===== src/hw/rts_regs.svh =====
// Offsets, field positions, reset values and timing counts of the sequencer
`ifndef RTS_REGS_SVH
`define RTS_REGS_SVH
`define CLK_PERIOD_NS     20
`define INTOSC_TICK_NS    1000
`define INTOSC_TICK_CYC   ((`INTOSC_TICK_NS + `CLK_PERIOD_NS - 1) / `CLK_PERIOD_NS)
`define POWERUP_DELAY_MS  96
`define POWERUP_TICKS     (`POWERUP_DELAY_MS * 1000000 / `INTOSC_TICK_NS)
`define STARTUP_PERIODS   11'h400
`define ADDR_CTRL         8'h00
`define ADDR_STATUS       8'h04
`define CTRL_MODE_LSB     0
`define CTRL_BOD_EN_BIT   2
`define CTRL_IRQDIS_BIT   3
`define CTRL_RESET        4'h8
`define FLAGS_POWERON     4'hc
`define FLAGS_BROWNOUT    4'he
`define STATUS_TOP_BIT    1'h1
`define PHASE_FIRST       2'h0
`endif


===== src/hw/rts_pkg.sv =====
// Types shared by the reset sequencer
package rts_pkg;
  typedef enum logic [2:0] {
    ST_RUN    = 3'b000,
    ST_HOLD   = 3'b001,
    ST_TIMING = 3'b010,
    ST_SLEEP  = 3'b011,
    ST_WAKE   = 3'b100
  } seq_state_type;
  typedef enum logic [1:0] {
    DLY_NONE = 2'b00,
    DLY_OSC  = 2'b01,
    DLY_BOTH = 2'b10
  } delay_kind_type;
  typedef enum logic [1:0] {
    crystal_osc_mode      = 2'b00,
    low_freq_osc_mode     = 2'b01,
    external_clock_mode   = 2'b10,
    resistor_cap_osc_mode = 2'b11
  } osc_mode_type;
  typedef struct packed {
    logic timeout_flag;
    logic powerdown_flag;
    logic poweron_flag;
    logic brownout_flag;
  } reset_flags_type;
  typedef struct packed {
    logic [7:0] addr;
    logic [7:0] wdata;
    logic       wr;
    logic       rd;
  } reg_req_type;
endpackage


===== src/hw/reset_timeout_sequencer.sv =====
// Reset cause tracking, power-up timer and oscillator start-up counter
//
// The placing of the registers and strobed register access were left to the implementer.
`include "rts_regs.svh"
module reset_timeout_sequencer #(
  parameter int unsigned POWERUP_TICKS = `POWERUP_TICKS
) (
  // Clock and reset
  input  wire logic                 clk_i,
  input  wire logic                 rst_n_i,
  // Register port
  input  wire rts_pkg::reg_req_type reg_req_i,
  output logic [7:0]                reg_rdata_o,
  // Supply monitor and pins
  input  wire logic                 supply_ok_i,
  input  wire logic                 brownout_i,
  input  wire logic                 master_clear_pin_n_i,
  input  wire logic                 osc_clk_pin_i,
  input  wire logic                 osc_amp_ok_i,
  // Core events
  input  wire logic                 watchdog_timeout_i,
  input  wire logic                 sleep_enter_i,
  input  wire logic                 irq_wake_i,
  input  wire logic                 clear_watchdog_instr_i,
  // Core control
  output logic                      core_hold_o,
  output logic [1:0]                q_phase_o,
  output logic                      pc_zero_o,
  output logic                      resume_next_o,
  output logic                      irq_vector_o,
  output logic [5:0]                cpu_status_reg_o
);
  import rts_pkg::*;

  localparam int unsigned TICK_CYC = `INTOSC_TICK_CYC;

  logic            rst_meta_q;
  logic            rst_q;
  osc_mode_type    mode_q;
  logic            bo_en_q;
  logic            irq_dis_q;
  seq_state_type   state_q;
  seq_state_type   state_d;
  delay_kind_type  kind_q;
  delay_kind_type  kind_d;
  reset_flags_type flags_q;
  reset_flags_type flags_d;
  logic            resume_q;
  logic            resume_d;
  logic            vec_q;
  logic            vec_d;
  logic [5:0]      div_q;
  logic            tick;
  logic [16:0]     pup_q;
  logic            pup_done;
  logic [10:0]     start_q;
  logic            start_done;
  logic            osc_prev_q;
  logic            osc_edge;
  logic            bo_evt;
  logic            xtal;
  logic            in_sleep;
  logic            release_w;
  delay_kind_type  wake_kind;

  // Chip reset released through two stages
  always_ff @(posedge clk_i or negedge rst_n_i) begin
    if (!rst_n_i) begin
      rst_meta_q <= 1'b0;
      rst_q      <= 1'b0;
    end else begin
      rst_meta_q <= 1'b1;
      rst_q      <= rst_meta_q;
    end
  end

  // Control register
  always_ff @(posedge clk_i or negedge rst_q) begin
    if (!rst_q) begin
      {irq_dis_q, bo_en_q} <= 2'(`CTRL_RESET >> 2);
      mode_q               <= crystal_osc_mode;
    end else if (reg_req_i.wr && reg_req_i.addr == `ADDR_CTRL) begin
      mode_q    <= osc_mode_type'(reg_req_i.wdata[`CTRL_MODE_LSB +: 2]);
      bo_en_q   <= reg_req_i.wdata[`CTRL_BOD_EN_BIT];
      irq_dis_q <= reg_req_i.wdata[`CTRL_IRQDIS_BIT];
    end
  end

  // Read data one cycle after the strobe, zero for unmapped offsets
  always_ff @(posedge clk_i or negedge rst_q) begin
    if (!rst_q) begin
      reg_rdata_o <= 8'h00;
    end else if (reg_req_i.rd && reg_req_i.addr == `ADDR_CTRL) begin
      reg_rdata_o <= {4'h0, irq_dis_q, bo_en_q, mode_q};
    end else if (reg_req_i.rd && reg_req_i.addr == `ADDR_STATUS) begin
      reg_rdata_o <= {2'h0, cpu_status_reg_o};
    end else begin
      reg_rdata_o <= 8'h00;
    end
  end

  assign bo_evt    = bo_en_q && brownout_i;
  assign xtal      = mode_q == crystal_osc_mode || mode_q == low_freq_osc_mode;
  assign wake_kind = xtal ? DLY_OSC : DLY_NONE;
  assign in_sleep  = state_q == ST_SLEEP || state_q == ST_WAKE;

  // Internal oscillator tick, independent of the pin clock
  assign tick = div_q == 6'(TICK_CYC - 1);
  always_ff @(posedge clk_i or negedge rst_q) begin
    if (!rst_q) begin
      div_q <= 6'h00;
    end else if (tick) begin
      div_q <= 6'h00;
    end else begin
      div_q <= div_q + 6'h01;
    end
  end

  // Power-up timer; cleared outside the timing state so it restarts cleanly
  assign pup_done = pup_q == 17'(POWERUP_TICKS);
  always_ff @(posedge clk_i or negedge rst_q) begin
    if (!rst_q) begin
      pup_q <= 17'h00000;
    end else if (state_q != ST_TIMING) begin
      pup_q <= 17'h00000;
    end else if (tick && !pup_done) begin
      pup_q <= pup_q + 17'h00001;
    end
  end

  // Start-up counter on pin edges, gated by amplitude detect
  assign osc_edge   = osc_clk_pin_i && !osc_prev_q && osc_amp_ok_i;
  assign start_done = start_q == `STARTUP_PERIODS;
  always_ff @(posedge clk_i or negedge rst_q) begin
    if (!rst_q) begin
      osc_prev_q <= 1'b0;
      start_q    <= 11'h000;
    end else begin
      osc_prev_q <= osc_clk_pin_i;
      if (state_q != ST_TIMING && state_q != ST_WAKE) begin
        start_q <= 11'h000;
      end else if (osc_edge && !start_done) begin
        start_q <= start_q + 11'h001;
      end
    end
  end

  // Event priority: supply, brown-out, clear pin, watchdog, interrupt wake
  always_comb begin
    state_d  = state_q;
    kind_d   = kind_q;
    flags_d  = flags_q;
    resume_d = resume_q;
    vec_d    = vec_q;
    if (reg_req_i.wr && reg_req_i.addr == `ADDR_STATUS) begin
      flags_d.poweron_flag  = flags_q.poweron_flag | reg_req_i.wdata[1];
      flags_d.brownout_flag = flags_q.brownout_flag | reg_req_i.wdata[0];
    end
    if (!supply_ok_i) begin
      state_d  = ST_HOLD;
      kind_d   = DLY_BOTH;
      flags_d  = `FLAGS_POWERON;
      resume_d = 1'b0;
    end else if (bo_evt) begin
      state_d  = ST_HOLD;
      kind_d   = DLY_BOTH;
      flags_d  = `FLAGS_BROWNOUT;
      resume_d = 1'b0;
    end else if (!master_clear_pin_n_i) begin
      state_d  = ST_HOLD;
      resume_d = 1'b0;
      if (state_q == ST_RUN) begin
        kind_d                 = DLY_NONE;
        flags_d.timeout_flag   = 1'b1;
        flags_d.powerdown_flag = 1'b1;
      end else if (in_sleep) begin
        kind_d                 = wake_kind;
        flags_d.timeout_flag   = 1'b1;
        flags_d.powerdown_flag = 1'b0;
      end
    end else if (watchdog_timeout_i && state_q == ST_RUN) begin
      state_d                = ST_HOLD;
      kind_d                 = DLY_NONE;
      flags_d.timeout_flag   = 1'b0;
      flags_d.powerdown_flag = 1'b1;
      resume_d               = 1'b0;
    end else if (watchdog_timeout_i && state_q == ST_SLEEP) begin
      state_d                = ST_HOLD;
      kind_d                 = wake_kind;
      flags_d.timeout_flag   = 1'b0;
      flags_d.powerdown_flag = 1'b0;
      resume_d               = 1'b0;
    end else if (irq_wake_i && state_q == ST_SLEEP) begin
      state_d                = xtal ? ST_WAKE : ST_RUN;
      flags_d.timeout_flag   = 1'b1;
      flags_d.powerdown_flag = 1'b0;
      resume_d               = 1'b1;
      vec_d                  = !irq_dis_q;
    end else begin
      case (state_q)
        ST_HOLD: begin
          state_d = (kind_q == DLY_NONE) ? ST_RUN : ST_TIMING;
        end
        ST_TIMING: begin
          if (start_done && (pup_done || kind_q == DLY_OSC)) begin
            state_d = ST_RUN;
          end
        end
        ST_WAKE: begin
          if (start_done) begin
            state_d = ST_RUN;
          end
        end
        ST_RUN: begin
          if (sleep_enter_i) begin
            state_d                = ST_SLEEP;
            flags_d.timeout_flag   = 1'b1;
            flags_d.powerdown_flag = 1'b0;
          end else if (clear_watchdog_instr_i) begin
            flags_d.timeout_flag   = 1'b1;
            flags_d.powerdown_flag = 1'b1;
          end
        end
        default: begin
        end
      endcase
    end
  end

  assign release_w = state_d == ST_RUN && state_q != ST_RUN;

  // Sequencer state; power-on holds first after reset
  always_ff @(posedge clk_i or negedge rst_q) begin
    if (!rst_q) begin
      state_q  <= ST_HOLD;
      kind_q   <= DLY_BOTH;
      flags_q  <= `FLAGS_POWERON;
      resume_q <= 1'b0;
      vec_q    <= 1'b0;
    end else begin
      state_q  <= state_d;
      kind_q   <= kind_d;
      flags_q  <= flags_d;
      resume_q <= resume_d;
      vec_q    <= vec_d;
    end
  end

  // Core controls; registered so release lines up with the first phase
  always_ff @(posedge clk_i or negedge rst_q) begin
    if (!rst_q) begin
      core_hold_o <= 1'b1;
      pc_zero_o   <= 1'b0;
      irq_vector_o <= 1'b0;
    end else begin
      core_hold_o  <= state_d != ST_RUN;
      pc_zero_o    <= release_w && !resume_d;
      irq_vector_o <= release_w && resume_d && vec_d;
    end
  end

  // Phase generator parked in its first phase while held
  always_ff @(posedge clk_i or negedge rst_q) begin
    if (!rst_q) begin
      q_phase_o <= `PHASE_FIRST;
    end else if (state_d != ST_RUN || core_hold_o) begin
      // Released core must see the first phase in its first cycle
      q_phase_o <= `PHASE_FIRST;
    end else begin
      q_phase_o <= q_phase_o + 2'h1;
    end
  end

  assign resume_next_o    = resume_q;
  assign cpu_status_reg_o = {`STATUS_TOP_BIT, irq_dis_q, flags_q};
endmodule


===== config.mk =====
export PLATFORM = sky130hd
export DESIGN_NAME = reset_timeout_sequencer
export DESIGN_NICKNAME = d
export VERILOG_FILES = /design/src/hw/rts_pkg.sv /design/src/hw/reset_timeout_sequencer.sv
export VERILOG_INCLUDE_DIRS = /design/src /design/src/hw
export SDC_FILE = /design/constraint.sdc
export NUM_CORES = 1
export LEC_CHECK = 0
export ABC_AREA = 1
export BUFFER_PORTS_ARGS = -buffer_cell sky130_fd_sc_hd__clkbuf_2
export CAP_MARGIN = 25
export CORE_MARGIN = 1
export CORE_UTILIZATION = 45
export DETAILED_ROUTE_END_ITERATION = 16
export PLACE_DENSITY = 0.68
export SLEW_MARGIN = 10
export SYNTH_ARGS = -nofsm -noshare
export SYNTH_HDL_FRONTEND = slang
export SYNTH_SLANG_ARGS = --single-unit
export TNS_END_PERCENT = 30

===== constraint.sdc =====
create_clock -name clk_i -period 1.7 [get_ports clk_i]
set_input_delay 0.085 -clock clk_i [delete_from_list [all_inputs] [get_ports clk_i]]
set_output_delay 0.085 -clock clk_i [all_outputs]
set_load 0.03 [all_outputs]

==> summary.md <==
| Metric | Value |
|---|---|
| Status | complete, no violations |
| Post-synth EDFFs | 0 |
| Layout overhead on the synthesized area | 24.7% |
| DRC | 0 |
| Clock Path Buffers | 2 |
| Crit path largest cell delay | around 410 ps |
| Pre-antenna DRT Iters | 4 |
| DR WL met3 | 256 um |
| Avg Cell Area, Syn | just over 8 sq um |
| Final WS setup | ~70 ps |
| I/O pins | slightly below 50 |
| Metal2 WL | about 3400 um |
| Post-synthesis sequential area ratio | a little under half |
| Routed WL per cell | about 12 um |
| Crit path max-delay family | simple AND/OR/NAND/NOR gates |
| Insertion delay to the later sink of the worst-skew pair | 340 ps |
| Post-detailed-route count of antenna-violating nets | 0 |
| CTS tree | done |
| Routed length on met1 | 3110 um |
| Cells after DPL | around 560 |
| Overall routing resource usage | between 10% and 20% |
| First-pass GRT wire length | ~12000 um |
| Sw frac | between 20% and 30% |
| P_sw | 0.805 mW |
| Initial antenna violation count | 0 |
| Leakage | around 2.0 nW |
| Worst Path Arrival | around 1900 ps |
| Hold_ws | 27.0 ps |
| Gate Count Post-Synth | 408 |
| Clock period minus worst slack | 1630 ps |
| Routed vias/inst | about 5.0 |
| Hold path cells | 3 |
| Worst IR Drop VDD | ~0.00055 V |
| Buf+Inv Stages, Crit Path | 3 |
| Uppermost routed layer | met4 |
| TritonCTS buffer count | 9 |
| Total global routing overflow | 0 |
| Ys Warns | 0 |
| Vias | roughly 2900 |
| Startpoint types | flip-flop |
| Comb power frac | about 8.5% |
| Largest net degree at the start of global routing | 34 |
| Primary FF master, synth | dfrtp_1 |
| H-tree depth | 3 |
| Pre-CTS WS | approximately 16 ps |
| Seq cells post-synth | 63 |
| Slowest stage cell, crit path | dfrtp_1 |
| WL final | between 6000 and 7000 um |
| Worst path required time | approximately 2000 ps |
| Clk_skew | 8.71 ps |
| Fraction of power consumed by sequential logic | ~50% |
| Critical Path Stages | 12 |
| Post-route clock period utilization | 96.0% |
| Worst R2R Path Depth | 12 |
| Final Non-Filler Cells | between 500 and 600 |
| Synth unique cells | 39 |
| Hold Vio Cnt, Final | 0 |
| DP Wirelength | approximately 5100 um |
| CP Capture Type | flip-flop |
| Core footprint | between 0.006 and 0.007 sq mm |
| Max Fclk | a little over 0.6 GHz |
| Mapped cell area | approximately 0.0033 sq mm |
| Port bufs | 41 |
| Number of DRC markers in iteration 0 | about 130 |
| RSZ-0062 raised after global routing | true |
| Max-Cap Viols | 0 |
| Most frequent cells in the layout | 76 x nand2_1, 56 x dfrtp_1, 47 x nor2_1, 47 x inv_1, 41 x clkbuf_2 |
| Kind of critical path | reg -> reg |
| HP Class | in -> reg |
| Max FO, Critical Path | 8 |
| Most common cell after layout, fill and taps aside | nand2_1 |
| Critical-path cell list | inv_2 -> ha_1 -> nand2_1 -> inv_1 -> nand2_1 -> nor2_2 -> nand2_2 -> nand2_4 -> clkinv_4 -> nand2_2 -> o21ai_0 -> a21oi_1 |
| N_diodes | 0 |
| Asr flop ratio synth | between 90% and 100% |
| Row count | 30 |
| Chip height | roughly 88 um |
| Sink Count | 63 |
| Fill count | ~620 |
| Clock Pin Slew Worst Setup and Hold Paths | around 70 ps |
| Die X-Extent | ~90 um |
| Die area | between 0.007 and 0.008 sq mm |
| Setup violators final | 0 |
| Number of global-route vias before repair | approximately 2800 |
| Final Max Slew Viols | 0 |
| Final #Nets | 517 |
| Placer Congestion | 0.879 |
| P_int | roughly 2.3 mW |
| Root buffer cell | clkbuf_8 |
| Initial Utilization | around 48% |
| PwrDens | around 750 mW/mm^2 |
| Share of layout cells above drive strength 1 | 27.9% |
| Clock share of power | between 40 and 50% |
==> through the flow <==
| stage | total power, mW | setup TNS (ps) | cell area, sq um | utilization, % |
|---|---|---|---|---|
| 2_1_floorplan | 1.74 | 0 | 3310 | - |
| 3_3_place_gp | 1.82 | 0 | 3700 | 53.3 |
| 3_5_place_dp | 1.82 | 0 | 3700 | 53.3 |
| 4_1_cts | 3.14 | -1.30 | 3980 | 57.3 |
| 5_1_grt | 3.23 | -292 | 4120 | 59.3 |
| 6_report | 3.11 | 0 | 4120 | 59.3 |
==> Yosys cell counts, drive strengths merged, types with 2 or more instances <==
cell type	number	share of area (%)
o31ai	6	1.4
o22ai	2	0.38
nor3	7	1.1
dfstp	6	4.8
a31oi	4	0.76
a21oi	12	1.8
xnor2	2	0.53
nor3b	2	0.61
clkinv	2	0.26
nand3	34	5.5
xor2	8	2.1
nor2	59	7.1
nor4	2	1.3
o21a	2	0.45
nand2	88	11
a22oi	2	0.45
buf	5	1.1
dfrtp	57	43
o21ai	27	4.3
ha	6	2.3
inv	58	6.7
conb	2	0.23
nand4	8	1.5
or2	3	0.57
==> power by group through the flow <==
stage	Combinational [mW]	Clock (mW)	Sequential (mW)
global placement	0.239	0	1.58
detailed placement	0.241	0	1.58
CTS	0.256	1.33	1.55
global route	0.296	1.38	1.55
floorplan	0.118	0	1.62
finish	0.265	1.29	1.55
==> worst paths after layout <==
check                             startpoint         end  slack [ps]
worst max-delay path                pup_q[0]    pup_q[4]          70
worst min-delay path            reg_req_i[1]   mode_q[0]          30
worst max register to register      pup_q[0]    pup_q[4]          70
worst min register to register         rst_q     bo_en_q         270
max in group asynchronous              rst_q  state_q[0]        1060
min in group asynchronous            rst_n_i       rst_q          60
==> cells by family (layout without fill, tap and decap cells) <==
| kind of cell | Yosys count | in the layout | synth area share (%) |
|---|---|---|---|
| AND/OR/NAND/NOR | 207 | 208 | 29.3 |
| buffers and inverters | 65 | 141 | 8.07 |
| flip-flops | 63 | 63 | 48.0 |
| AO/OA/AOI/OAI | 55 | 55 | 9.55 |
| XOR/XNOR | 10 | 10 | 2.65 |
| adder cells (fa/ha/maj) | 6 | 6 | 2.27 |
| other | 2 | 4 | 0.227 |
==> final cells by class <==
class	instances	area, sq um	area share (%)
Sequential cell	63	1590	38.5
Multi-Input combinational cell	283	1570	38.1
Timing Repair Buffer	65	409	9.94
Inverter	60	235	5.71
Clock buffer	9	124	3.01
Tap cell	96	120	2.92
Clock inverter	7	72.6	1.76
==> registers in the layout (all words and copies together), names as in the netlist <==
name / flops
mode_q: 2
irq_vector_o: 1
reg_rdata_o: 6
irq_dis_q: 1
bo_en_q: 1
vec_q: 1
pc_zero_o: 1
rst_q: 1
resume_next_o: 1
cpu_status_reg_o: 4
kind_q: 2
q_phase_o: 2
state_q: 3
osc_prev_q: 1
core_hold_o: 1
pup_q: 17
rst_meta_q: 1
div_q: 6
start_q: 11
==> worst min-delay path: stages <==
cell and delay [ps]:
clkbuf_2 110, nand3_1 90, nand2_1 50
==> routing by layer <==
metal	global-route usage, %	vias up
met4	9.09	0
li1	-	1477
met1	24.7	1368
met5	0	-
met2	33.9	59
met3	3.68	11
==> what timing repair did <==
action                                 CTS  global route
setup endpoints to repair                5            35
cloned                                   0             1
resized for setup                        2            39
pin swaps                                1            10
endpoints found under the hold margin    9             0
setup buffers                            0             3
hold buffers                             8             0
No activity file was read; power rests on OpenSTA's default activity.
